<file path="config.mk">
export PLATFORM = sky130hd
export DESIGN_NAME = output_dependency_masks
export DESIGN_NICKNAME = d
export VERILOG_FILES = /design/src/core/dep_mask_pkg.sv /design/src/core/mask_term.sv /design/src/core/output_dependency_masks.sv
export VERILOG_INCLUDE_DIRS = /design/src /design/src/core
export SDC_FILE = /design/constraint.sdc
export NUM_CORES = 1
export LEC_CHECK = 0
export ABC_AREA = 0
export BUFFER_PORTS_ARGS = -buffer_cell sky130_fd_sc_hd__buf_2
export CORE_MARGIN = 5
export CORE_UTILIZATION = 30
export DETAILED_ROUTE_END_ITERATION = 12
export SLEW_MARGIN = 10
export SYNTH_ARGS = -nofsm -noshare
export SYNTH_HDL_FRONTEND = slang
export SYNTH_SLANG_ARGS = --single-unit
</file>
<file path="constraint.sdc">
create_clock -name core_clk -period 6.37 [get_ports core_clk]
set_input_delay 1.274 -clock core_clk [delete_from_list [all_inputs] [get_ports core_clk]]
set_output_delay 1.274 -clock core_clk [all_outputs]
set_load 0.005 [all_outputs]
</file>
<file path="src/core/dep_mask_cfg.svh">
// offsets, field positions, reset values and bus constants of the
// dependency mask block; included by the block and by its bench
`ifndef DEP_MASK_CFG_SVH
`define DEP_MASK_CFG_SVH

// register indices; byte address is four times the index
`define IDX_O4T2_PRI   16'h0020
`define IDX_O4T2_SEC   16'h0021
`define IDX_O4T2_OUT   16'h0022
`define IDX_O4T2_O8    16'h0023
`define IDX_O5T1_PRI   16'h0024
`define IDX_O5T1_SEC   16'h0025
`define IDX_O5T1_OUT   16'h0026
`define IDX_O5T1_O8    16'h002A
`define IDX_MRST_MASK  16'h0040
`define IDX_STATUS     16'h0041
// nonvolatile shadow index is this base ored with the register index
`define NV_BASE        16'h8000

`define NUM_SLOTS      9
`define REG_RESET      8'h00

// field positions
`define MRST_BIT_O4    3
`define MRST_BIT_O5    4
`define O8_BIT_O4      1
`define O8_BIT_O5      0
`define STAT_RUN       0
`define STAT_T42       1
`define STAT_T51       2
`define STAT_OUT4      3
`define STAT_OUT5      4
`define STAT_MRST_LOW  5

// bus decode
`define IDX_LSB        2
`define IDX_MSB        17
`define AHB_SIZE_WORD  3'b010

`endif

</file>
<file path="src/core/dep_mask_pkg.sv">
// types of the dependency mask block
// assumes nothing beyond a SystemVerilog compiler
package dep_mask_pkg;

  typedef enum logic [1:0] {
    ST_LOAD = 2'b01,
    ST_RUN  = 2'b10
  } seq_state_t;

  typedef enum logic [3:0] {
    SLOT_O4_PRI = 4'h0,
    SLOT_O4_SEC = 4'h1,
    SLOT_O4_OUT = 4'h2,
    SLOT_O4_O8  = 4'h3,
    SLOT_O5_PRI = 4'h4,
    SLOT_O5_SEC = 4'h5,
    SLOT_O5_OUT = 4'h6,
    SLOT_O5_O8  = 4'h7,
    SLOT_MRST   = 4'h8
  } slot_t;

  typedef logic [7:0] mask_byte_t;

endpackage

</file>
<file path="src/core/mask_term.sv">
// one product term of an output dependency mask
// assumes source bits are high while the source is in fault or asserted
`timescale 1ns/10ps
`default_nettype none

module mask_term #(
  parameter int unsigned WIDTH = 25
) (
  input  wire logic [WIDTH-1:0] mask,
  input  wire logic [WIDTH-1:0] src,
  output logic                  term,
  output logic [WIDTH-1:0]      blocking
);

  assign blocking = mask & src;
  // term is 1 only when no selected source is active; empty mask gives 1
  assign term = ~|blocking;

endmodule

`default_nettype wire

</file>
<file path="src/core/output_dependency_masks.sv">
// dependency masks of prog_output_4 (term 2) and prog_output_5 (term 1)
// assumes an AHB-Lite master on core_clk, a single slave on the bus, and
// fault sources that are high while in fault or asserted
//
// Function
// - reg 20h bits 0-5 tie prog_output_4 term 2 to primary thresholds.
// - reg 20h bits 6-7 tie prog_output_4 term 2 to watchdogs 1, 2.
// - reg 21h bits 0-5 tie prog_output_4 term 2 to secondary thresholds.
// - reg 21h bits 6-7, 22h bits 0-1 select logic inputs 1-4.
// - reg 22h bits 2-7 select outputs 1,2,3,5,6,7 for prog_output_4.
// - reg 23h bit 1 selects prog_output_8 for prog_output_4.
// - reg 40h bit 3 asserts prog_output_4 while manual reset is low.
// - a zero mask bit makes the output ignore that source.
// - prog_output_4 deasserts when either of its product terms is 1, unless reg 40h bit 3 holds it asserted.
// - reg 24h selects primary thresholds and watchdogs for prog_output_5.
// - reg 25h selects secondary thresholds and logic inputs 1-2.
// - reg 26h selects logic inputs 3-4 and outputs 1,2,3,4,6,7.
// - reg 2Ah bit 0 selects prog_output_8 for prog_output_5.
// - reg 40h bit 4 asserts prog_output_5 while manual reset is low.
// - every mask register has a nonvolatile shadow at 8000h plus offset.
// - prog_output_5 deasserts when either of its product terms is 1, unless reg 40h bit 4 holds it asserted.
`timescale 1ns/10ps
`default_nettype none
`include "dep_mask_cfg.svh"

module output_dependency_masks (
  input  wire logic        core_clk,
  input  wire logic        srst,
  input  wire logic        nv_por,
  input  wire logic        hsel,
  input  wire logic [31:0] haddr,
  input  wire logic [1:0]  htrans,
  input  wire logic        hwrite,
  input  wire logic [2:0]  hsize,
  input  wire logic [31:0] hwdata,
  input  wire logic        hready,
  output logic             hreadyout,
  output logic             hresp,
  output logic [31:0]      hrdata,
  input  wire logic [5:0]  primary_fault,
  input  wire logic [5:0]  secondary_fault,
  input  wire logic [1:0]  watchdog_fault,
  input  wire logic [3:0]  logic_input,
  input  wire logic        manual_reset_n,
  input  wire logic [5:0]  other_output_asserted,
  input  wire logic        prog_output_4_term1,
  input  wire logic        prog_output_5_term2,
  output logic             prog_output_4_asserted,
  output logic             prog_output_5_asserted
);

  localparam logic [15:0] SLOT_IDX [`NUM_SLOTS] = '{
    `IDX_O4T2_PRI, `IDX_O4T2_SEC, `IDX_O4T2_OUT, `IDX_O4T2_O8,
    `IDX_O5T1_PRI, `IDX_O5T1_SEC, `IDX_O5T1_OUT, `IDX_O5T1_O8,
    `IDX_MRST_MASK
  };

  dep_mask_pkg::seq_state_t state_q;
  dep_mask_pkg::mask_byte_t work_q   [`NUM_SLOTS];
  dep_mask_pkg::mask_byte_t shadow_q [`NUM_SLOTS];

  logic [3:0]  li_meta_q;
  logic [3:0]  li_sync_q;
  logic        mrn_meta_q;
  logic        mrn_sync_q;
  logic        wr_pend_q;
  logic        rd_wait_q;
  logic        in_range_q;
  logic [15:0] idx_q;
  logic [31:0] hrdata_q;
  logic        out4_q;
  logic        out5_q;
  logic        out4_d;
  logic        out5_d;

  logic [`NUM_SLOTS-1:0] hit_work;
  logic [`NUM_SLOTS-1:0] hit_nv;
  logic [7:0]            rd_byte;
  logic [7:0]            status_byte;
  logic                  hit_status;
  logic                  run;
  logic                  addr_ok;
  logic                  man_low;
  logic                  man4;
  logic                  man5;
  logic [24:0]           mask4;
  logic [24:0]           mask5;
  logic [24:0]           src4;
  logic [24:0]           src5;
  logic                  t42;
  logic                  t51;

  // logic inputs and manual reset pass two flops before any logic looks at them
  always_ff @(posedge core_clk) begin
    if (srst) begin
      li_meta_q  <= 4'h0;
      li_sync_q  <= 4'h0;
      mrn_meta_q <= 1'b1;
      mrn_sync_q <= 1'b1;
    end else begin
      li_meta_q  <= logic_input;
      li_sync_q  <= li_meta_q;
      mrn_meta_q <= manual_reset_n;
      mrn_sync_q <= mrn_meta_q;
    end
  end

  always_ff @(posedge core_clk) begin
    if (srst) begin
      state_q <= dep_mask_pkg::ST_LOAD;
    end else begin
      state_q <= dep_mask_pkg::ST_RUN;
    end
  end

  assign run = (state_q == dep_mask_pkg::ST_RUN);

  // bus stalls during the load and for one cycle of each read
  assign hreadyout = run & ~rd_wait_q;
  assign hresp     = 1'b0;
  assign hrdata    = hrdata_q;
  assign addr_ok   = hsel & hready & htrans[1] & run;

  always_ff @(posedge core_clk) begin
    if (srst) begin
      wr_pend_q  <= 1'b0;
      rd_wait_q  <= 1'b0;
      in_range_q <= 1'b0;
      idx_q      <= 16'h0000;
    end else begin
      wr_pend_q <= addr_ok & hwrite & (hsize == `AHB_SIZE_WORD);
      rd_wait_q <= addr_ok & ~hwrite;
      if (addr_ok) begin
        in_range_q <= (haddr[31:`IDX_MSB+1] == 14'h0000);
        idx_q      <= haddr[`IDX_MSB:`IDX_LSB];
      end
    end
  end

  always_ff @(posedge core_clk) begin
    if (srst) begin
      hrdata_q <= 32'h0000_0000;
    end else if (rd_wait_q) begin
      hrdata_q <= {24'h00_0000, rd_byte};
    end
  end

  // one working register and one shadow per slot
  for (genvar i = 0; i < `NUM_SLOTS; i++) begin : g_slot
    assign hit_work[i] = in_range_q & (idx_q == SLOT_IDX[i]);
    assign hit_nv[i] = in_range_q & (idx_q == (`NV_BASE | SLOT_IDX[i]));

    always_ff @(posedge core_clk) begin
      if (srst) begin
        work_q[i] <= `REG_RESET;
      end else if (state_q == dep_mask_pkg::ST_LOAD) begin
        work_q[i] <= shadow_q[i];
      end else if (wr_pend_q & hit_work[i]) begin
        work_q[i] <= hwdata[7:0];
      end
    end

    // shadow survives srst; only the first power-up clears it
    always_ff @(posedge core_clk) begin
      if (nv_por) begin
        shadow_q[i] <= `REG_RESET;
      end else if (wr_pend_q & hit_nv[i]) begin
        shadow_q[i] <= hwdata[7:0];
      end
    end
  end

  assign hit_status = in_range_q & (idx_q == `IDX_STATUS);

  always_comb begin
    status_byte                 = 8'h00;
    status_byte[`STAT_RUN]      = run;
    status_byte[`STAT_T42]      = t42;
    status_byte[`STAT_T51]      = t51;
    status_byte[`STAT_OUT4]     = out4_q;
    status_byte[`STAT_OUT5]     = out5_q;
    status_byte[`STAT_MRST_LOW] = man_low;
  end

  // unmapped indices read as zero
  always_comb begin
    rd_byte = hit_status ? status_byte : 8'h00;
    for (int k = 0; k < `NUM_SLOTS; k++) begin
      if (hit_work[k]) begin
        rd_byte = rd_byte | work_q[k];
      end
      if (hit_nv[k]) begin
        rd_byte = rd_byte | shadow_q[k];
      end
    end
  end

  assign mask4 = {work_q[dep_mask_pkg::SLOT_O4_O8][`O8_BIT_O4],
                  work_q[dep_mask_pkg::SLOT_O4_OUT],
                  work_q[dep_mask_pkg::SLOT_O4_SEC],
                  work_q[dep_mask_pkg::SLOT_O4_PRI]};
  assign src4  = {other_output_asserted[5:3], out5_q, other_output_asserted[2:0],
                  li_sync_q, secondary_fault, watchdog_fault, primary_fault};

  // secondary and logic inputs 1, 2
  // logic inputs 3, 4 and outputs
  assign mask5 = {work_q[dep_mask_pkg::SLOT_O5_O8][`O8_BIT_O5],
                  work_q[dep_mask_pkg::SLOT_O5_OUT],
                  work_q[dep_mask_pkg::SLOT_O5_SEC],
                  work_q[dep_mask_pkg::SLOT_O5_PRI]};
  assign src5  = {other_output_asserted[5:3], out4_q, other_output_asserted[2:0],
                  li_sync_q, secondary_fault, watchdog_fault, primary_fault};

  mask_term #(
    .WIDTH    (25)
  ) u_term_out4 (
    .mask     (mask4),
    .src      (src4),
    .term     (t42),
    .blocking ()
  );

  mask_term #(
    .WIDTH    (25)
  ) u_term_out5 (
    .mask     (mask5),
    .src      (src5),
    .term     (t51),
    .blocking ()
  );

  assign man_low = ~mrn_sync_q;
  assign man4 = work_q[dep_mask_pkg::SLOT_MRST][`MRST_BIT_O4] & man_low;
  assign man5 = work_q[dep_mask_pkg::SLOT_MRST][`MRST_BIT_O5] & man_low;

  assign out4_d = man4 | ~(prog_output_4_term1 | t42);
  assign out5_d = man5 | ~(t51 | prog_output_5_term2);

  // outputs stay asserted through reset and the mask load
  always_ff @(posedge core_clk) begin
    if (srst | ~run) begin
      out4_q <= 1'b1;
      out5_q <= 1'b1;
    end else begin
      out4_q <= out4_d;
      out5_q <= out5_d;
    end
  end

  assign prog_output_4_asserted = out4_q;
  assign prog_output_5_asserted = out5_q;

  // checks
  logic [7:0] w_pri4;
  logic [7:0] w_pri5;
  logic [7:0] w_sec4;
  logic [7:0] nv_pri4;
  logic [7:0] wdata_b;
  logic       en4;
  logic       en5;

  assign w_pri4  = work_q[dep_mask_pkg::SLOT_O4_PRI];
  assign w_pri5  = work_q[dep_mask_pkg::SLOT_O5_PRI];
  assign w_sec4  = work_q[dep_mask_pkg::SLOT_O4_SEC];
  assign nv_pri4 = shadow_q[dep_mask_pkg::SLOT_O4_PRI];
  assign wdata_b = hwdata[7:0];
  assign en4     = work_q[dep_mask_pkg::SLOT_MRST][`MRST_BIT_O4];
  assign en5     = work_q[dep_mask_pkg::SLOT_MRST][`MRST_BIT_O5];
endmodule

`default_nettype wire

</file>
==> results of run 1 <==
## cell usage in the layout (no fill, tap or decap), types with 3 or more instances in the layout
master and count:
a211oi_1 6, a21o_1 8, a21oi_1 19, a221oi_1 8
a222oi_1 4, a22o_1 84, a22oi_1 29, a311oi_1 4
a31oi_1 6, and2_0 3, and2_1 82, and3_1 8
buf_2 85, buf_4 7, clkbuf_16 19, clkinv_2 3
clkinv_4 3, conb_1 25, dfxtp_1 41, edfxtp_1 144
inv_1 10, mux2_2 7, mux2i_1 17, nand2_1 49
nand2b_1 11, nand3_1 19, nand4_1 23, nor2_1 29
nor2b_1 13, nor3_1 18, nor3_2 8, nor4_1 9
o21ai_0 10, o2bb2ai_1 4, or2_2 4, or4_4 3
## metrics by stage
stage	hold slack [ns]	total power [mW]	cell area (µm²)
after detailed placement	0.396	1.58	9860
after CTS	0.411	2.66	10500
after floorplan	0.389	1.49	9310
final	0.408	2.64	10500
after global routing	0.434	2.72	10500
after global placement	0.396	1.58	9860
## power by group
group | switching, mW | leakage, nW | internal, mW | total, mW
Clock | 0.479 | 0.302 | 0.612 | 1.09
Sequential | 0.0473 | 1.84 | 1.35 | 1.40
Combinational | 0.107 | 1.56 | 0.0495 | 0.157
## sequential cells by signal (all words and copies together) (netlist names)
signal,cells
mrn_meta_q,1
hrdata,8
rd_wait_q,1
prog_output_4_asserted,1
li_meta_q,4
in_range_q,1
shadow_q,72
prog_output_5_asserted,1
work_q,72
state_q,2
idx_q,16
wr_pend_q,1
li_sync_q,4
mrn_sync_q,1
## area by class of cell
type,count,area (µm²)
sequential,185,5140
inverter,10,37.5
fill,3012,20000
tap,396,495
multi-input combinational,547,3710
clock buffer,21,503
timing repair buffer,92,478
clock inverter,11,108
## critical path, cell delays in order (launching register included)
cell and delay [ns]:
dfxtp_1 0.34, or4_4 0.67, nor2_1 0.74, nand2_1 0.44, nor3_2 0.65, nand2b_1 0.43
## how the worst max path moves through the flow
stage	cells past startpoint	startpoint	slack [ns]	end
6_report	5	idx_q[8]$_SDFFE_PP0P_	2.76	work_q[1][6]$_DFFE_PP_
5_1_grt	5	idx_q[8]$_SDFFE_PP0P_	2.63	work_q[1][5]$_DFFE_PP_
4_1_cts	5	idx_q[8]$_SDFFE_PP0P_	2.87	work_q[1][6]$_DFFE_PP_
3_5_place_dp	6	srst	2.50	work_q[3][7]$_DFFE_PP_
3_3_place_gp	6	srst	2.58	work_q[3][7]$_DFFE_PP_
2_1_floorplan	6	srst	3.19	work_q[4][0]$_DFFE_PP_
## metal layers
metal | share of wire, % | routed length (µm)
met4 | 3.6 | 1270
met1 | 42 | 14600
met2 | 44 | 15500
met5 | 0 | 0
met3 | 10 | 3650
## cells by family after synthesis
| kind of cell | share of synthesized area (%) |
|---|---|
| AOI/OAI and AO/OA | 17.0 |
| and+or+nand+nor | 19.1 |
| buffers and inverters | 5.05 |
| muxes | 2.95 |
| other | 0.0407 |
| DFF | 55.8 |
==> results.md, run 1 <==
* Top cells by area, synth: edfxtp_1 47%, dfxtp_1 8.9%, a22o_1 8.0%, and2_1 5.6%, a22oi_1 2.4%
* Die Span Y at 185 µm
* PwrDens at between 200 and 300 nW/µm²
* Fin. max-slew vios at 0
* Initial Utilization at between 30% and 40%
* Slack of the critical path at 2.76 ns
* Max-slew headroom at 23.3%
* M2 GR Usage at slightly above 30%
* DIE AREA at 34300 µm²
* RSZ-0062 raised after global routing: no
* Largest net degree at the start of global routing at 73
* Layout area overhead at 13.6%
* Skew-Pair Late Insertion Delay at 0.44 ns
* Tmin final at around 3.6 ns
* Total CTS buffers at 17
* Worst setup EP type: register
* Netlist cell types at 63
* Post-DP HPWL at around 26000 µm
* DRC Markers at 0
* Max Buffers Root-to-Sink at 2
* Io pins at 138
* Post-synth ARST share at 0%
* Worst Hold Path Cells at 1
* Required time of the critical path at between 6 and 7 ns
* DR WL/cell at 27.7 µm
* First-pass GRT wire length at 49000 µm
* Crit Path Class: register to register
* Worst Setup Start Kind: register
* Period utilization at 56.7%
* GRT busiest layer: met2
* Top_reg_cell synth: edfxtp_1
* Final WL at about 35000 µm
* Most frequent cell after synthesis: edfxtp_1
* N_diodes at 0
* Share of layout cells above drive strength 1 at 18.5%
* Pre-Repair DR Iteration Count at 6
* PortBufs at between 80 and 90
* Remaining Overflow, GRT at 0
* Setup TNS at 0 ns
* Peak supply drop at 0.173 mV
* Final ANT Viol Nets at 0
* Vias/cell at around 5.8
* Fmax at 277 MHz
* Worst r2r path cells at 5
* Post-synthesis sequential area ratio at between 50 and 60%
* Post-synth top cells: 144 x edfxtp_1, 84 x a22o_1, 82 x and2_1
* Outcome: completed
* Hold_buf cts at 0
* Initial antenna violation count at 0
* CTS sink count at approximately 190
* Met1 usage at between 20% and 30%
* Vias in the first global route at around 6800
* Die Width at approximately 190 µm
* Average size of a mapped cell at 11.5 µm²
* Worst r2r dst: work_q[1][6]$_DFFE_PP_
* Clock Tree Root: clkbuf_16
* # setup viols final at 0
* Max FO, Critical Path at 12
* Hold EP: mrn_sync_q$_SDFF_PP1_
* Reg-to-Reg Start: idx_q[8]$_SDFFE_PP0P_
* Synth Instances at roughly 800
* Final nets at 955
* Post-synth EDFFs at 144
* Worst Hold Class: register to register
* Final non-filler cell total at 1262
* Final Util at 34.4%
* Post-cts sizing count at 0
* H-tree levels at 4
* MaxCap Viol Count at 0
* Synthesized area at 9220 µm²
* CTS tree: done
* Setup Skew at 0.00841 ns
* Setup bufs post-CTS at 0
* Initial DRC count at 929
* Leakage at between 3 and 4 nW
* Largest area contributor in the netlist: edfxtp_1
* GRT Overall Usage at 19.9%
* Data arrival time of the critical path at 3.71 ns
* Final Hold Viols at 0
* Final GP Congestion at between 1 and 1.5
* Std-Cell Rows at 64
* Via count at 7262
* FF+latch count, synth at about 190
* Yosys top cell area share at 46.9%
* Inst Count DP at 1230
* Reg-to-reg slack, setup at 2.76 ns
* Worst-path clk slew at 0.07 ns
* Met3 Usage GRT at 5.13%
* Pre-CTS setup slack at 2.50 ns
* Least-Margin Pin Slew at 1.14 ns
* Hold Startpoint: mrn_meta_q$_SDFF_PP1_
* Core ar. at 30400 µm²
* Yosys synthesis warning count at 0
No activity file was read; power rests on OpenSTA's default activity.
==> run 2: changes to the inputs <==
Clock period 6.37 ns to 2.9 ns, I/O delays scaled along.
==> run 2 against run 1 <==
- count of clock-buffer cells in the layout decreased by 4
- critical endpoint is now work_q[5][6]$_DFFE_PP_
- largest power group unchanged
- hold slack lost 0.11 ns
- largest cell class unchanged
- sequential power grew 120%
- combinational power increased by 130%
- die area is the same
- clock power is 120% higher
- register-to-register slack worse by 2.5 ns
- global-route usage is 0.33 points higher
- routed wire length grew 0.75%
- maximum frequency rose by 36%
- critical path type unchanged
- total power increased by 120%
==> results.md, run 2 (same netlist as run 1, synthesis figures left out) <==
* Sw Share at between 20% and 30%
* Total CTS buffers at 17
* N_diodes at 0
* Via count at 7412
* Share of layout cells above drive strength 1 at 22.2%
* Switching Power at 1.42 mW
* Vias/cell at 5.66
* Required time of the critical path at 3.00 ns
* Worst-path clk slew at 0.07 ns
* Commonest non-fill, non-tap cell in the layout: edfxtp_1
* Worst Setup Start Kind: register
* Least-Margin Pin Slew at ~0.74 ns
* Tmin final at 2.66 ns
* Power share of the clock group at 40.8%
* Final ANT Viol Nets at 0
* Io pins at 138
* Biggest regs: shadow_q x72, work_q x72, idx_q x16
* GRT Overall Usage at 20.3%
* H-tree levels at 4
* Worst Hold Class: input port to register
* Vias in the first global route at 6993
* Setup bufs post-CTS at 0
* Sequential cell area at 5140 µm²
* Initial DRC count at 837
* Outcome: completed
* Initial antenna violation count at 0
* Fin. max-slew vios at 0
* Post-DP HPWL at 26500 µm
* Initial Utilization at 30.3%
* Skew-Pair Late Insertion Delay at 0.44 ns
* Hold Startpoint: hsize[2]
* Crit Path Class: register to register
* Top layer in use: met4
* PortBufs at 85
* Flop pwr share at 53.0%
* Final Hold Viols at 0
* # setup viols final at 0
* Post-cts sizing count at 0
* Hold EP: wr_pend_q$_SDFF_PP0_
* Period utilization at between 90% and 100%
* Layout area overhead at 17.5%
* Worst setup EP type: register
* Hold_buf cts at 0
* Clock Tree Root: clkbuf_16
* Final Util at 35.6%
* Largest net degree at the start of global routing at a little over 40
* Setup TNS at 0 ns
* Worst r2r dst: work_q[5][6]$_DFFE_PP_
* First-pass GRT wire length at approximately 50000 µm
* Met2 WL at 15800 µm
* Met3 Wirelength at 3660 µm
* Max FO, Critical Path at 10
* RSZ-0062 raised after global routing: no
* Max Buffers Root-to-Sink at 2
* Cell Int Power at 4.36 mW
* Combinational Power Share at 6.2%
* Leakage at 3.94 nW
* Reg-to-Reg Start: idx_q[8]$_SDFFE_PP0P_
* Core ar. at 30400 µm²
* Final non-filler cell total at approximately 1300
* CTS sink count at ~190
* Die Width at between 150 and 200 µm
* Peak supply drop at 0.351 mV
* Final GP Congestion at 0.966
* CTS tree: done
* Std-Cell Rows at 64
* Fillcell total at 3013
* Worst Hold Path Cells at 2
* Final nets at ~1000
* Data arrival time of the critical path at 2.75 ns
* Final WL at 35300 µm
* Placed Area at 10300 µm²
* DR WL/cell at around 27 µm
* Final Total Pwr at roughly 5.8 mW
* Max-slew headroom at 50.9%
* DIE AREA at 34300 µm²
* Met1 WL at 14700 µm
* Setup Skew at 0.0108 ns
* Remaining Overflow, GRT at 0
* Inst Count DP at around 1300
* Design area at 10800 µm²
* Reg-to-reg slack, setup at 0.24 ns
* PwrDens at 534 nW/µm²
* DRC Markers at 0
* Die Span Y at 185 µm
* Pre-Repair DR Iteration Count at 9
* MaxCap Viol Count at 0
* Fmax at 376 MHz
* Most frequent cells in the layout: 144 x edfxtp_1, 85 x buf_2, 84 x a22o_1
* Multi-input gate area at 3700 µm²
* Worst r2r path cells at 5
run 2: worst max path at each step:
stage                               start                      to  slack, ns  cells past startpoint
CTS                 idx_q[8]$_SDFFE_PP0P_  work_q[5][5]$_DFFE_PP_       0.29                      5
detailed placement  idx_q[8]$_SDFFE_PP0P_  work_q[5][6]$_DFFE_PP_       0.32                      5
global route        idx_q[8]$_SDFFE_PP0P_  work_q[5][6]$_DFFE_PP_       0.18                      5
floorplan           idx_q[8]$_SDFFE_PP0P_  work_q[0][0]$_DFFE_PP_       0.38                      5
finish              idx_q[8]$_SDFFE_PP0P_  work_q[5][6]$_DFFE_PP_       0.24                      5
global placement    idx_q[8]$_SDFFE_PP0P_  work_q[7][3]$_DFFE_PP_       0.35                      5
run 2: per-stage QoR:
stage / hold slack [ns] / setup slack (ns)
2_1_floorplan: 0.389 / 0.381
3_3_place_gp: 0.395 / 0.355
3_5_place_dp: 0.402 / 0.319
4_1_cts: 0.301 / 0.293
5_1_grt: 0.312 / 0.180
6_report: 0.302 / 0.242
run 2: per-layer routing:
metal  vias up  global-route usage, %
met5         -                      0
met4         0                   6.99
met3        67                   4.01
met2       449                   31.2
met1      3661                   28.5
li1       3235                      -
run 2: power groups by stage:
stage	logic, mW	clock network, mW	registers, mW
after floorplan	0.215	0	3.05
after global placement	0.353	0	3.12
after detailed placement	0.355	0	3.12
after CTS	0.356	2.35	3.06
after global routing	0.386	2.49	3.07
final	0.360	2.36	3.06
run 2: critical path, cell delays in order (launching register included):
cell and delay, ns:
dfxtp_1 0.33, or4_4 0.67, nor3_2 0.24, nand3_2 0.25
nor3_2 0.41, nand2b_1 0.40
run 2: final cells by class:
cell class | count | share of cell area [%]
well taps | 396 | 4.57
repair buffers | 140 | 8.09
multi-input cells | 547 | 34.2
clock buffers | 17 | 3.93
inverters | 10 | 0.347
flip-flops and latches | 185 | 47.5
clock inverters | 15 | 1.37
